### config.mk
export PLATFORM = sky130hd
export DESIGN_NAME = omsc_ctrl
export DESIGN_NICKNAME = d
export VERILOG_FILES = /design/src/pkg/omsc_pkg.sv /design/src/hw/omsc_vol_ramp.sv /design/src/hw/omsc_ctrl.sv
export SDC_FILE = /design/constraint.sdc
export NUM_CORES = 1
export LEC_CHECK = 0
export BUFFER_PORTS_ARGS = -buffer_cell sky130_fd_sc_hd__buf_2
export CAP_MARGIN = 25
export CORE_UTILIZATION = 45
export CTS_CLUSTER_SIZE = 16
export DETAILED_ROUTE_END_ITERATION = 10
export HOLD_SLACK_MARGIN = 0.12
export MAX_ROUTING_LAYER = met4
export PLACE_DENSITY_LB_ADDON = 0.25
export SLEW_MARGIN = 15
export SYNTH_ARGS = -nofsm -noshare
export SYNTH_HDL_FRONTEND = slang
export SYNTH_SLANG_ARGS = --single-unit
### constraint.sdc
create_clock -name I_CLOCK -period 15.25 [get_ports I_CLOCK]
set_input_delay 3.05 -clock I_CLOCK [delete_from_list [all_inputs] [get_ports I_CLOCK]]
set_output_delay 3.05 -clock I_CLOCK [all_outputs]
set_load 0.005 [all_outputs]
### src/pkg/omsc_pkg.sv
// Purpose: shared constants and types of the output mute / selector control
// Assumes: 20 MHz internal master clock, 8-bit register address, 32-bit data
// Notes:   volume codes are attenuation in 0.5 dB steps, 8'hff means mute
package omsc_pkg;
    localparam int NCH    = 8;
    localparam int ADDR_W = 8;
    localparam int DATA_W = 32;
    localparam int VOL_W  = 8;

    // register offsets
    localparam logic [ADDR_W-1:0] A_MVOL   = 8'h07;
    localparam logic [ADDR_W-1:0] A_CHVOL0 = 8'h10;
    localparam logic [ADDR_W-1:0] A_CHMUTE = 8'h20;
    localparam logic [ADDR_W-1:0] A_MMUTE  = 8'h21;
    localparam logic [ADDR_W-1:0] A_SUPPLY_VOLUME_CONTROL   = 8'h22;
    localparam logic [ADDR_W-1:0] A_HPCFG  = 8'h23;
    localparam logic [ADDR_W-1:0] A_CH1CFG = 8'h24;
    localparam logic [ADDR_W-1:0] A_CH2CFG = 8'h25;
    localparam logic [ADDR_W-1:0] A_STATUS = 8'h30;
    localparam logic [ADDR_W-1:0] A_VOLBQ  = 8'hcf;
    localparam logic [ADDR_W-1:0] A_OMIX   = 8'hd0;
    localparam logic [ADDR_W-1:0] A_SYSCFG = 8'he0;

    // field positions
    localparam int SIXCH_BIT  = 1;
    localparam int REMAP_BIT  = 30;
    localparam int SUPPLY_VOLUME_CONTROL_EN    = 0;
    localparam int SUPPLY_VOLUME_CONTROL_RNG_L = 1;
    localparam int SUPPLY_VOLUME_CONTROL_RNG_H = 2;
    localparam int CHV_IDX_W  = 3;

    // reset values and codes
    localparam logic [VOL_W-1:0]  VOL_MUTE   = 8'hff;
    localparam logic [VOL_W-1:0]  VOL_0DB    = 8'h00;
    localparam logic [DATA_W-1:0] VOLBQ_RST  = 32'h0080_0000;
    localparam logic [DATA_W-1:0] OMIX_RST   = 32'h4000_0000;
    localparam logic [DATA_W-1:0] SYSCFG_RST = 32'h0000_0000;
    localparam logic [NCH-1:0]    LINEOUT_MASK = 8'h30;
    localparam logic [NCH-1:0]    ALL_CH       = 8'hff;

    // supply volume ranges: -12.04, -18.06, -24.08 dB in 0.5 dB steps
    localparam logic [1:0]       RNG_12 = 2'h0;
    localparam logic [1:0]       RNG_18 = 2'h1;
    localparam logic [VOL_W-1:0] LIM_12 = 8'h18;
    localparam logic [VOL_W-1:0] LIM_18 = 8'h24;
    localparam logic [VOL_W-1:0] LIM_24 = 8'h30;

    // timing
    localparam int CLK_NS        = 50;
    localparam int RAMP_NS       = 42600000;
    localparam int RAMP_STEPS    = 255;
    localparam int RAMP_STEP_CYC = RAMP_NS / CLK_NS / RAMP_STEPS;
    localparam int HARD_NS       = 100000;
    localparam int HARD_CYC      = (HARD_NS + CLK_NS - 1) / CLK_NS;
    localparam int CNT_W         = 12;

    typedef enum logic [1:0] {
        SEQ_IDLE   = 2'b00,
        SEQ_SOFT   = 2'b01,
        SEQ_HARD   = 2'b11,
        SEQ_UNMUTE = 2'b10
    } omsc_seq_t;
endpackage

### src/hw/omsc_vol_ramp.sv
// Purpose: one channel's volume ramp toward its target, one code per step
// Assumes: i_step is a single-cycle tick from the same clock
// Notes:   a full mute ramp takes 255 steps
`timescale 1ns/1ps
module omsc_vol_ramp (
    input  wire logic                      i_clk,
    input  wire logic                      i_nrst,
    input  wire logic                      i_step,
    input  wire logic [omsc_pkg::VOL_W-1:0] i_target,
    output logic      [omsc_pkg::VOL_W-1:0] o_vol,
    output logic                           o_muted
);
    import omsc_pkg::*;

    logic [VOL_W-1:0] vol_reg;
    logic [VOL_W-1:0] vol_next;

    always_comb begin
        vol_next = vol_reg;
        if (i_step && vol_reg < i_target) begin
            vol_next = vol_reg + 8'h01;
        end else if (i_step && vol_reg > i_target) begin
            vol_next = vol_reg - 8'h01;
        end
    end

    always_ff @(posedge i_clk or negedge i_nrst) begin
        if (!i_nrst) begin
            vol_reg <= VOL_MUTE;
        end else begin
            vol_reg <= vol_next;
        end
    end

    assign o_vol   = vol_reg;
    assign o_muted = (vol_reg == VOL_MUTE);
endmodule // omsc_vol_ramp

### src/hw/omsc_ctrl.sv
// Purpose: output selector sequencing, master/channel mute and supply volume
// Assumes: register port on the internal clock, pins asynchronous
// Notes:   reads return data the cycle after the read strobe, zero elsewhere
`timescale 1ns/1ps
module omsc_ctrl (
    input  wire logic                         I_CLOCK,
    input  wire logic                         I_NRST,
    input  wire logic [omsc_pkg::ADDR_W-1:0]  I_ADDR,
    input  wire logic [omsc_pkg::DATA_W-1:0]  I_WDATA,
    input  wire logic                         I_WR,
    input  wire logic                         I_RD,
    input  wire logic                         I_SEL_PIN,
    input  wire logic                         I_MUTE_PIN,
    input  wire logic                         I_AM_MUTE,
    input  wire logic                         I_BANK_MUTE,
    input  wire logic                         I_AUTO_MUTE,
    output logic      [omsc_pkg::DATA_W-1:0]  O_RDATA,
    output logic      [omsc_pkg::NCH-1:0]     O_SPK_EN,
    output logic                              O_HP_EN,
    output logic                              O_HP_STOP,
    output logic      [omsc_pkg::NCH-1:0]     O_PWM_HALF,
    output logic      [omsc_pkg::NCH-1:0]     O_PWM_STOP,
    output logic                              O_NS_ON,
    output logic      [omsc_pkg::VOL_W-1:0]   O_CH1_CFG,
    output logic      [omsc_pkg::VOL_W-1:0]   O_CH2_CFG,
    output logic      [omsc_pkg::NCH*8-1:0]   O_CH_VOL,
    output logic                              O_SUPPLY_VOLUME_CONTROL_PWM,
    output logic      [omsc_pkg::DATA_W-1:0]  O_VOLBQ
);
    import omsc_pkg::*;

    // registers
    logic [VOL_W-1:0]  mvol_reg, mvol_next;
    logic [VOL_W-1:0]  chvol_reg [NCH];
    logic [VOL_W-1:0]  chvol_next [NCH];
    logic [NCH-1:0]    chmute_reg, chmute_next;
    logic              mmute_reg, mmute_next;
    logic [2:0]        supply_volume_control_reg, supply_volume_control_next;
    logic [VOL_W-1:0]  hpcfg_reg, hpcfg_next, ch1cfg_reg, ch1cfg_next, ch2cfg_reg, ch2cfg_next;
    logic [DATA_W-1:0] volbq_reg, volbq_next, omix_reg, omix_next, syscfg_reg, syscfg_next;
    logic [DATA_W-1:0] rdata_next;

    // pins: two-flop sync then agreement debounce
    logic [1:0] pin_s1_reg, pin_s2_reg, pin_s3_reg, pin_db_reg, pin_db_next;

    // sequencer
    omsc_seq_t         seq_reg, seq_next;
    logic              sel_app_reg, sel_app_next;
    logic [CNT_W-1:0]  hard_cnt_reg, hard_cnt_next;
    logic [CNT_W-1:0]  step_cnt_reg, step_cnt_next;
    logic              step;

    // outputs and channel state
    logic [NCH-1:0]    affected, force_mute, eff_mute, ramp_muted, stop_v;
    logic [VOL_W-1:0]  target [NCH];
    logic [VOL_W-1:0]  vol_now [NCH];
    logic [NCH*8-1:0]  ch_vol_flat;
    logic [VOL_W-1:0]  pwm_cnt_reg, ps_att, ps_lim;
    logic              six_mode, mute_all;

    assign six_mode = syscfg_reg[SIXCH_BIT];
    assign affected = six_mode ? ~LINEOUT_MASK : ALL_CH;
    assign step     = (step_cnt_reg == CNT_W'(RAMP_STEP_CYC - 1));

    // register port
    always_comb begin
        mvol_next   = mvol_reg;
        chmute_next = chmute_reg;
        mmute_next  = mmute_reg;
        supply_volume_control_next   = supply_volume_control_reg;
        hpcfg_next  = hpcfg_reg;
        ch1cfg_next = ch1cfg_reg;
        ch2cfg_next = ch2cfg_reg;
        volbq_next  = volbq_reg;
        omix_next   = omix_reg;
        syscfg_next = syscfg_reg;
        for (int i = 0; i < NCH; i++) begin
            chvol_next[i] = chvol_reg[i];
        end
        if (I_WR) begin
            if (I_ADDR[ADDR_W-1:CHV_IDX_W] == A_CHVOL0[ADDR_W-1:CHV_IDX_W]) begin
                chvol_next[I_ADDR[CHV_IDX_W-1:0]] = I_WDATA[VOL_W-1:0];
            end
            unique case (I_ADDR)
                A_MVOL:   mvol_next   = I_WDATA[VOL_W-1:0];
                A_CHMUTE: chmute_next = I_WDATA[NCH-1:0];
                A_MMUTE:  mmute_next  = I_WDATA[0];
                A_SUPPLY_VOLUME_CONTROL:   supply_volume_control_next   = I_WDATA[SUPPLY_VOLUME_CONTROL_RNG_H:0];
                A_HPCFG:  hpcfg_next  = I_WDATA[VOL_W-1:0];
                A_CH1CFG: ch1cfg_next = I_WDATA[VOL_W-1:0];
                A_CH2CFG: ch2cfg_next = I_WDATA[VOL_W-1:0];
                A_VOLBQ:  volbq_next  = I_WDATA;
                A_OMIX:   omix_next   = I_WDATA;
                A_SYSCFG: syscfg_next = I_WDATA;
                default:  ;
            endcase
        end
        rdata_next = '0;
        if (I_RD) begin
            if (I_ADDR[ADDR_W-1:CHV_IDX_W] == A_CHVOL0[ADDR_W-1:CHV_IDX_W]) begin
                rdata_next = {24'h0, chvol_reg[I_ADDR[CHV_IDX_W-1:0]]};
            end
            unique case (I_ADDR)
                A_MVOL:   rdata_next = {24'h0, mvol_reg};
                A_CHMUTE: rdata_next = {24'h0, chmute_reg};
                A_MMUTE:  rdata_next = {31'h0, mmute_reg};
                A_SUPPLY_VOLUME_CONTROL:   rdata_next = {29'h0, supply_volume_control_reg};
                A_HPCFG:  rdata_next = {24'h0, hpcfg_reg};
                A_CH1CFG: rdata_next = {24'h0, ch1cfg_reg};
                A_CH2CFG: rdata_next = {24'h0, ch2cfg_reg};
                A_STATUS: rdata_next = {16'h0, eff_mute, 3'h0, seq_reg, sel_app_reg, pin_db_reg};
                A_VOLBQ:  rdata_next = volbq_reg;
                A_OMIX:   rdata_next = omix_reg;
                A_SYSCFG: rdata_next = syscfg_reg;
                default:  ;
            endcase
        end
    end

    always_ff @(posedge I_CLOCK or negedge I_NRST) begin
        if (!I_NRST) begin
            mvol_reg   <= VOL_MUTE;
            chmute_reg <= '0;
            mmute_reg  <= 1'b0;
            supply_volume_control_reg   <= '0;
            hpcfg_reg  <= '0;
            ch1cfg_reg <= '0;
            ch2cfg_reg <= '0;
            volbq_reg  <= VOLBQ_RST;
            omix_reg   <= OMIX_RST;
            syscfg_reg <= SYSCFG_RST;
            O_RDATA    <= '0;
            for (int i = 0; i < NCH; i++) begin
                chvol_reg[i] <= VOL_0DB;
            end
        end else begin
            mvol_reg   <= mvol_next;
            chmute_reg <= chmute_next;
            mmute_reg  <= mmute_next;
            supply_volume_control_reg   <= supply_volume_control_next;
            hpcfg_reg  <= hpcfg_next;
            ch1cfg_reg <= ch1cfg_next;
            ch2cfg_reg <= ch2cfg_next;
            volbq_reg  <= volbq_next;
            omix_reg   <= omix_next;
            syscfg_reg <= syscfg_next;
            O_RDATA    <= rdata_next;
            for (int i = 0; i < NCH; i++) begin
                chvol_reg[i] <= chvol_next[i];
            end
        end
    end

    // pin conditioning: bit 0 selector, bit 1 mute
    always_comb begin
        pin_db_next = pin_db_reg;
        for (int b = 0; b < 2; b++) begin
            if (pin_s2_reg[b] == pin_s3_reg[b]) begin
                pin_db_next[b] = pin_s2_reg[b];
            end
        end
    end

    always_ff @(posedge I_CLOCK or negedge I_NRST) begin
        if (!I_NRST) begin
            pin_s1_reg <= '0;
            pin_s2_reg <= '0;
            pin_s3_reg <= '0;
            pin_db_reg <= '0;
        end else begin
            pin_s1_reg <= {I_MUTE_PIN, I_SEL_PIN};
            pin_s2_reg <= pin_s1_reg;
            pin_s3_reg <= pin_s2_reg;
            pin_db_reg <= pin_db_next;
        end
    end

    // selector sequence; the new selection takes effect only under hard mute
    always_comb begin
        seq_next      = seq_reg;
        sel_app_next  = sel_app_reg;
        hard_cnt_next = '0;
        step_cnt_next = step ? '0 : step_cnt_reg + CNT_W'(1);
        unique case (seq_reg)
            SEQ_IDLE: begin
                if (pin_db_reg[0] != sel_app_reg) begin
                    seq_next = SEQ_SOFT;
                end
            end
            SEQ_SOFT: begin
                if (&(ramp_muted | ~affected)) begin
                    seq_next = SEQ_HARD;
                end
            end
            SEQ_HARD: begin
                hard_cnt_next = hard_cnt_reg + CNT_W'(1);
                if (hard_cnt_reg == CNT_W'(HARD_CYC - 1)) begin
                    sel_app_next = pin_db_reg[0];
                    seq_next     = SEQ_UNMUTE;
                end
            end
            SEQ_UNMUTE: seq_next = SEQ_IDLE;
        endcase
    end

    always_ff @(posedge I_CLOCK or negedge I_NRST) begin
        if (!I_NRST) begin
            seq_reg      <= SEQ_IDLE;
            sel_app_reg  <= 1'b0;
            hard_cnt_reg <= '0;
            step_cnt_reg <= '0;
        end else begin
            seq_reg      <= seq_next;
            sel_app_reg  <= sel_app_next;
            hard_cnt_reg <= hard_cnt_next;
            step_cnt_reg <= step_cnt_next;
        end
    end

    // mute merge: any mute source wins over volume; volume writes still land
    assign mute_all   = pin_db_reg[1] | mmute_reg | I_AM_MUTE | I_BANK_MUTE | I_AUTO_MUTE
                      | (mvol_reg == VOL_MUTE);
    assign force_mute = (seq_reg == SEQ_SOFT || seq_reg == SEQ_HARD) ? affected : '0;
    assign eff_mute   = {NCH{mute_all}} | chmute_reg | force_mute;
    assign stop_v     = (seq_reg == SEQ_HARD) ? affected : '0;

    generate
        for (genvar g = 0; g < NCH; g++) begin : g_ch
            logic [VOL_W:0] sum;
            assign sum = {1'b0, mvol_reg} + {1'b0, chvol_reg[g]};
            assign target[g] = (eff_mute[g] || sum[VOL_W] || sum[VOL_W-1:0] == VOL_MUTE)
                             ? VOL_MUTE : sum[VOL_W-1:0];
            omsc_vol_ramp u_ramp (
                .i_clk    (I_CLOCK),
                .i_nrst   (I_NRST),
                .i_step   (step),
                .i_target (target[g]),
                .o_vol    (vol_now[g]),
                .o_muted  (ramp_muted[g])
            );
            assign ch_vol_flat[g*8 +: 8] = vol_now[g];
        end
    endgenerate

    // supply volume reference follows master volume, clamped to the range
    always_comb begin
        unique case (supply_volume_control_reg[SUPPLY_VOLUME_CONTROL_RNG_H:SUPPLY_VOLUME_CONTROL_RNG_L])
            RNG_12:  ps_lim = LIM_12;
            RNG_18:  ps_lim = LIM_18;
            default: ps_lim = LIM_24;
        endcase
        ps_att = (mvol_reg > ps_lim) ? ps_lim : mvol_reg;
    end

    always_ff @(posedge I_CLOCK or negedge I_NRST) begin
        if (!I_NRST) begin
            pwm_cnt_reg <= '0;
            O_SPK_EN    <= '0;
            O_HP_EN     <= 1'b0;
            O_HP_STOP   <= 1'b0;
            O_PWM_HALF  <= '0;
            O_PWM_STOP  <= '0;
            O_NS_ON     <= 1'b0;
            O_CH1_CFG   <= '0;
            O_CH2_CFG   <= '0;
            O_CH_VOL    <= {NCH{VOL_MUTE}};
            O_SUPPLY_VOLUME_CONTROL_PWM  <= 1'b0;
            O_VOLBQ     <= VOLBQ_RST;
        end else begin
            pwm_cnt_reg <= pwm_cnt_reg + 8'h01;
            O_SPK_EN    <= sel_app_reg ? ALL_CH : (six_mode ? LINEOUT_MASK : '0);
            O_HP_EN     <= ~sel_app_reg;
            O_HP_STOP   <= (seq_reg == SEQ_HARD);
            O_PWM_HALF  <= ramp_muted & ~stop_v;
            O_PWM_STOP  <= stop_v;
            O_NS_ON     <= (seq_reg == SEQ_SOFT);
            O_CH1_CFG   <= sel_app_reg ? ch1cfg_reg : hpcfg_reg;
            O_CH2_CFG   <= sel_app_reg ? ch2cfg_reg : hpcfg_reg;
            O_CH_VOL    <= ch_vol_flat;
            O_SUPPLY_VOLUME_CONTROL_PWM  <= supply_volume_control_reg[SUPPLY_VOLUME_CONTROL_EN] && (pwm_cnt_reg < ~ps_att);
            O_VOLBQ     <= volbq_reg;
        end
    end
endmodule // omsc_ctrl

==> impl_metrics.tcl, run 1 <==
set metrics [dict create \
    tritoncts "yes" \
    netlist_area_um2 24500 \
    p_total_mw 2.73 \
    seq_area_frac_synth_pct 48.6 \
    synth_edf_count 0 \
    port_buffers 220 \
    period_share_pct 47.8 \
    synth_cell_type_count 86 \
    area_growth_pct 14.5 \
    totalWireLength_um 62000 \
    coreArea_um2 53800 \
    slew_viol_final 0 \
    tightest_slew_ns 0.927 \
    antenna_found_initial 5 \
    wl_per_cell_um 20.4 \
    crit_fanout 12 \
    grt_pass1_wl_um 99100 \
    cts_resized 0 \
    min_period_ns 7.29 \
    grt_pass1_vias 17630 \
    dp_cells 2943 \
    rsz0062_at_grt "no" \
    hold_path.class "flip-flop to flip-flop" \
    crit_required_ns 15.79 \
    dieWidth_um 236 \
    dp.final_hpwl_um 44000 \
    io_pins 221 \
    drive_gt1_share_pct 32.1 \
    post_cts_buffers 0 \
    dr.first_iter.drc_count 1264 \
    ant_nets 0 \
    finalClockSkew_ns 0.0145 \
    critical_path.cell_chain "buf_2, nor3_1, o211ai_1, or2_1, a2111o_1, a2111oi_0, ha_1, and4_1, a221oi_2, nand2_1, ha_1, a21oi_1, o211ai_1, o41a_1, nor4_1, a31oi_1, xnor2_1" \
    grt_start_max_net_pins 87 \
    critPathKind "input port to flip-flop" \
    setup_tns_ns 0 \
    max-cap-violations 0 \
    drc 0 \
    first_pass_iters 6 \
    final_cells 3043 \
    path_clk_slew_ns 0.06 \
    clockBufferDepth 3 \
    overflow 0 \
    start_util_pct 45.6 \
    yosysMostFrequentCell "dfrtp_1" \
    num_vias 17354 \
    end_kind "flip-flop" \
    final_hold_viol_count 0 \
    crit_arrival_ns 7.82 \
    setup_viol 0 \
    hold_buffers 0 \
    via_per_inst 5.70 \
    synthFlopType "dfrtp_1" \
    yosysWarnings 0 \
    leakage_nw 13.8 \
    power_density_nw_per_um2 97.2 \
    crit_slowest_cell "a2111o_1" \
    peakVddDrop_mv 0.0793 \
    async_reset_ff_share_pct 100 \
    max_stage_delay_ns 0.59 \
    cts.sinks 470 \
    slew_headroom_pct 38.2 \
    cts_made_buffers 50 \
    h-tree-depth 2 \
    final_nets 2558 \
    synth_top_area_share_pct 33.7 \
    max_freq_mhz 137 \
    die_y_um 236 \
    multi_input_area_um2 12100 \
    status "completed" \
    cts-root-buf "clkbuf_16" \
    synth_top_cell_by_area "dfrtp_1" \
    ys_ff_latch 470 \
    yosys-top-cells-area "dfrtp_1 (34%), dfstp_2 (15%), mux2_2 (11%)" \
    start_kind "input port" \
    track_usage_pct 23.2 \
    clk_latency_ns 0.61 \
    netlist_instances 2081 \
    holdWs_ns 0.349 \
    fp.dieArea_um2 55500 \
    seq_area_um2 11900 \
    fillers 4697 \
    avgSynthCellArea_um2 11.8 \
    synthTopCellsByCount "dfrtp_1 (331), mux2_2 (233), nor2_1 (197)" \
    row_count 85 \
    place_congestion 0.948 \
]
## stage by stage
step	cell area (µm²)	setup WS (ns)	util (%)
finish	28100	7.96	52.2
detailed placement	26300	7.45	48.9
floorplan	24600	8.19	-
global route	28100	7.52	52.2
global placement	26300	7.64	48.8
CTS	28000	8.05	52.1
## kinds of logic after synthesis
| family | synth area share (%) |
|---|---|
| and+or+nand+nor | 10.4 |
| AOI/OAI and AO/OA | 10.9 |
| adders and majority gates | 11.1 |
| other | 0.0153 |
| muxes | 13.0 |
| buffers and inverters | 2.18 |
| DFF | 48.6 |
| xor gates and xnor gates | 3.75 |
## area by class of cell
type / instances / share of cell area, %
sequential: 470 / 42.5
timing repair buffer: 238 / 4.65
multi-input combinational: 1494 / 43.0
clock inverter: 25 / 0.952
inverter: 48 / 0.641
clock buffer: 68 / 5.16
tap: 696 / 3.10
antenna: 4 / 0.0356
## where the power goes
| part | leakage (nW) | total [mW] | switching [mW] | internal (mW) |
|---|---|---|---|---|
| Sequential | 5.95 | 1.32 | 0.0364 | 1.28 |
| Combinational | 7.03 | 0.156 | 0.0909 | 0.0649 |
| Clock | 0.849 | 1.26 | 0.518 | 0.738 |
| Total | 13.8 | 2.73 | 0.645 | 2.09 |
## layer usage
metal | share of wire [%] | track usage, % | wire, µm
met2 | 47 | 36.6 | 29200
met3 | 5.4 | 3.68 | 3360
met4 | 2.4 | 6.24 | 1510
met5 | 0 | - | 0
met1 | 45 | 31.1 | 27900
## worst paths after layout
path / depth (start not counted) / start / slack, ns / to
worst max-delay path: 17 / I_AM_MUTE / 7.96 / g_ch[1].u_ramp.o_vol[7]$_DFFE_PN1P_
worst min-delay path: 0 / pin_s1_reg[0]$_DFF_PN0_ / 0.35 / pin_s2_reg[0]$_DFF_PN0_
worst max register to register: 19 / mvol_reg[0]$_DFFE_PN1P_ / 9.46 / g_ch[1].u_ramp.o_vol[7]$_DFFE_PN1P_
worst min register to register: 0 / pin_s1_reg[0]$_DFF_PN0_ / 0.35 / pin_s2_reg[0]$_DFF_PN0_
max in group asynchronous: 4 / I_NRST / 11.26 / volbq_reg[23]$_DFFE_PN1P_
min in group asynchronous: 1 / I_NRST / 2.42 / O_PWM_HALF[0]$_DFF_PN0_
## cells in the final DEF, fill, tap and decap left out, types with 64 or more instances in the layout
| cell type | synthesis | layout |
|---|---|---|
| a21oi_1 | 84 | 84 |
| buf_2 | 22 | 220 |
| dfrtp_1 | 331 | 331 |
| dfstp_2 | 139 | 139 |
| ha_1 | 191 | 191 |
| mux2_2 | 233 | 233 |
| nand2_1 | 114 | 114 |
| nor2_1 | 197 | 197 |
| o21ai_0 | 64 | 64 |
| xnor2_1 | 68 | 68 |
## worst max-delay path, delay by kind of cell
kind	cells	cell delay, ns
compound gates	8	2.33
xor+xnor	1	0.16
fa+ha+maj	2	0.68
buf+inv	1	0.10
simple gates	5	1.50
Note: power is estimated with default switching activity, not from simulation.
==> run 2, diff against run 1 <==
Clock period 15.25 ns to 6.33 ns, I/O delays scaled along.
==> impl_metrics.tcl, run 2 (synthesized netlist as in run 1, its figures left out) <==
set metrics [dict create \
    tritoncts "yes" \
    dp_cells 2946 \
    finalClockSkew_ns 0.0167 \
    post_cts_buffers 0 \
    io_pins 221 \
    holdWs_ns 0.348 \
    max_freq_mhz 171 \
    cts.sinks 470 \
    status "completed" \
    crit_slowest_cell "or4b_1" \
    ant_nets 0 \
    crit_top_cell "a21oi_1" \
    dr.first_iter.drc_count 1329 \
    crit_arrival_ns 6.38 \
    r2r-start "mvol_reg[0]$_DFFE_PN1P_" \
    crit_fanout 13 \
    grt_pass1_wl_um 98000 \
    setup_viol 0 \
    path_clk_slew_ns 0.06 \
    critical_path.cell_chain "ha_1, fa_1, a21oi_1, o21ai_1, o31a_1, o21ai_0, or4b_1, nor2_1, ha_1, and3_4, a221o_1, a221o_1, or2_2, fa_1, a21o_1, a21oi_1, o21bai_1, a21oi_1, xnor2_1, mux2_4" \
    cts_made_buffers 51 \
    mostFrequentLayoutCells "dfrtp_1 (331), mux2_2 (233), buf_2 (219)" \
    via_per_inst 5.69 \
    end_kind "flip-flop" \
    final_cells 3049 \
    rsz0062_at_grt "no" \
    critPathKind "flip-flop to flip-flop" \
    clk_latency_ns 0.61 \
    cts-root-buf "clkbuf_16" \
    dp.final_hpwl_um 44000 \
    worst-r2r-cell-count 20 \
    overflow 0 \
    totalWireLength_um 61700 \
    grt_pass1_vias 17333 \
    leakage_nw 13.8 \
    max_stage_delay_ns 0.59 \
    final_common_cell "dfrtp_1" \
    antenna_found_initial 9 \
    hold_buffers 0 \
    fp.dieArea_um2 55500 \
    min_period_ns 5.85 \
    first_pass_iters 6 \
    grt_start_max_net_pins 150 \
    start_kind "flip-flop" \
    hold_depth 0 \
    clockBufferDepth 3 \
    drc 0 \
    coreArea_um2 53800 \
    track_usage_pct 23.0 \
    slew_viol_final 0 \
    dieWidth_um 236 \
    period_share_pct 92.4 \
    place_congestion 0.940 \
    max-cap-violations 0 \
    start_util_pct 45.6 \
    fillers 4634 \
    area_growth_pct 14.5 \
    fin_util_pct 52.2 \
    p_total_mw 6.58 \
    h-tree-depth 2 \
    num_vias 17341 \
    setup_tns_ns 0 \
    drive_gt1_share_pct 32.1 \
    worstHoldStart "pin_s1_reg[1]$_DFF_PN0_" \
    port_buffers 220 \
    final_nets 2559 \
    final_hold_viol_count 0 \
    crit_required_ns 6.86 \
    slew_headroom_pct 34.9 \
    wl_per_cell_um 20.3 \
    cts_resized 0 \
    die_y_um 236 \
    hold_path.class "flip-flop to flip-flop" \
    crit_path_start "mvol_reg[0]$_DFFE_PN1P_" \
    row_count 85 \
    power_density_nw_per_um2 234 \
    peakVddDrop_mv 0.166 \
    tightest_slew_ns 0.973 \
]
==> run 2: stage by stage <==
stage / setup slack, ns / cell area (µm²)
after detailed placement: 0.179 / 26300
after CTS: 0.462 / 28100
after floorplan: 1.05 / 24600
after global routing: 0.0538 / 28100
after global placement: 0.403 / 26300
final: 0.480 / 28100
==> run 2: area by class of cell <==
class / instances / area, µm² / share of cell area (%)
Inverter: 48 / 180 / 0.641
Clock buffer: 74 / 1490 / 5.32
Clock inverter: 21 / 244 / 0.868
Sequential cell: 470 / 11900 / 42.5
Tap cell: 696 / 871 / 3.10
Multi-Input combinational cell: 1494 / 12100 / 43.0
Timing Repair Buffer: 238 / 1270 / 4.52
Antenna cell: 8 / 20.0 / 0.0712
==> run 2: final timing paths <==
path | end | slack, ns
setup / recovery | g_ch[5].u_ramp.o_vol[6]$_DFFE_PN1P_ | 0.48
hold / removal | pin_s2_reg[1]$_DFF_PN0_ | 0.35
setup reg to reg | g_ch[5].u_ramp.o_vol[6]$_DFFE_PN1P_ | 0.48
hold reg to reg | pin_s2_reg[1]$_DFF_PN0_ | 0.35
max in group asynchronous | syscfg_reg[31]$_DFFE_PN0P_ | 4.54
min in group asynchronous | O_PWM_HALF[7]$_DFF_PN0_ | 0.57
==> run 2: power by group <==
group	internal, mW	switching (mW)	total (mW)
Sequential	3.09	0.0825	3.18
Combinational	0.154	0.223	0.378
Clock	1.78	1.25	3.03
Total	5.02	1.56	6.58
==> run 2: critical path, delay by kind of cell (launching register included) <==
family                     cells  cell delay [ns]
adders and majority gates      4             1.41
xor gates and xnor gates       1             0.09
and+or+nand+nor                4             1.34
muxes                          1             0.25
AOI/OAI and AO/OA             10             2.15
DFF                            1             0.52
==> run 2: layer usage <==
layer  track usage [%]  wire [µm]  share of wire [%]  up-vias
met5                 -          0                  0        -
met4              7.17       1660                2.7        0
met3              3.73       3280                5.3      100
met2              35.7      29000                 47      437
met1              31.0      27800                 45     8713
li1                  -          -                  -     8091
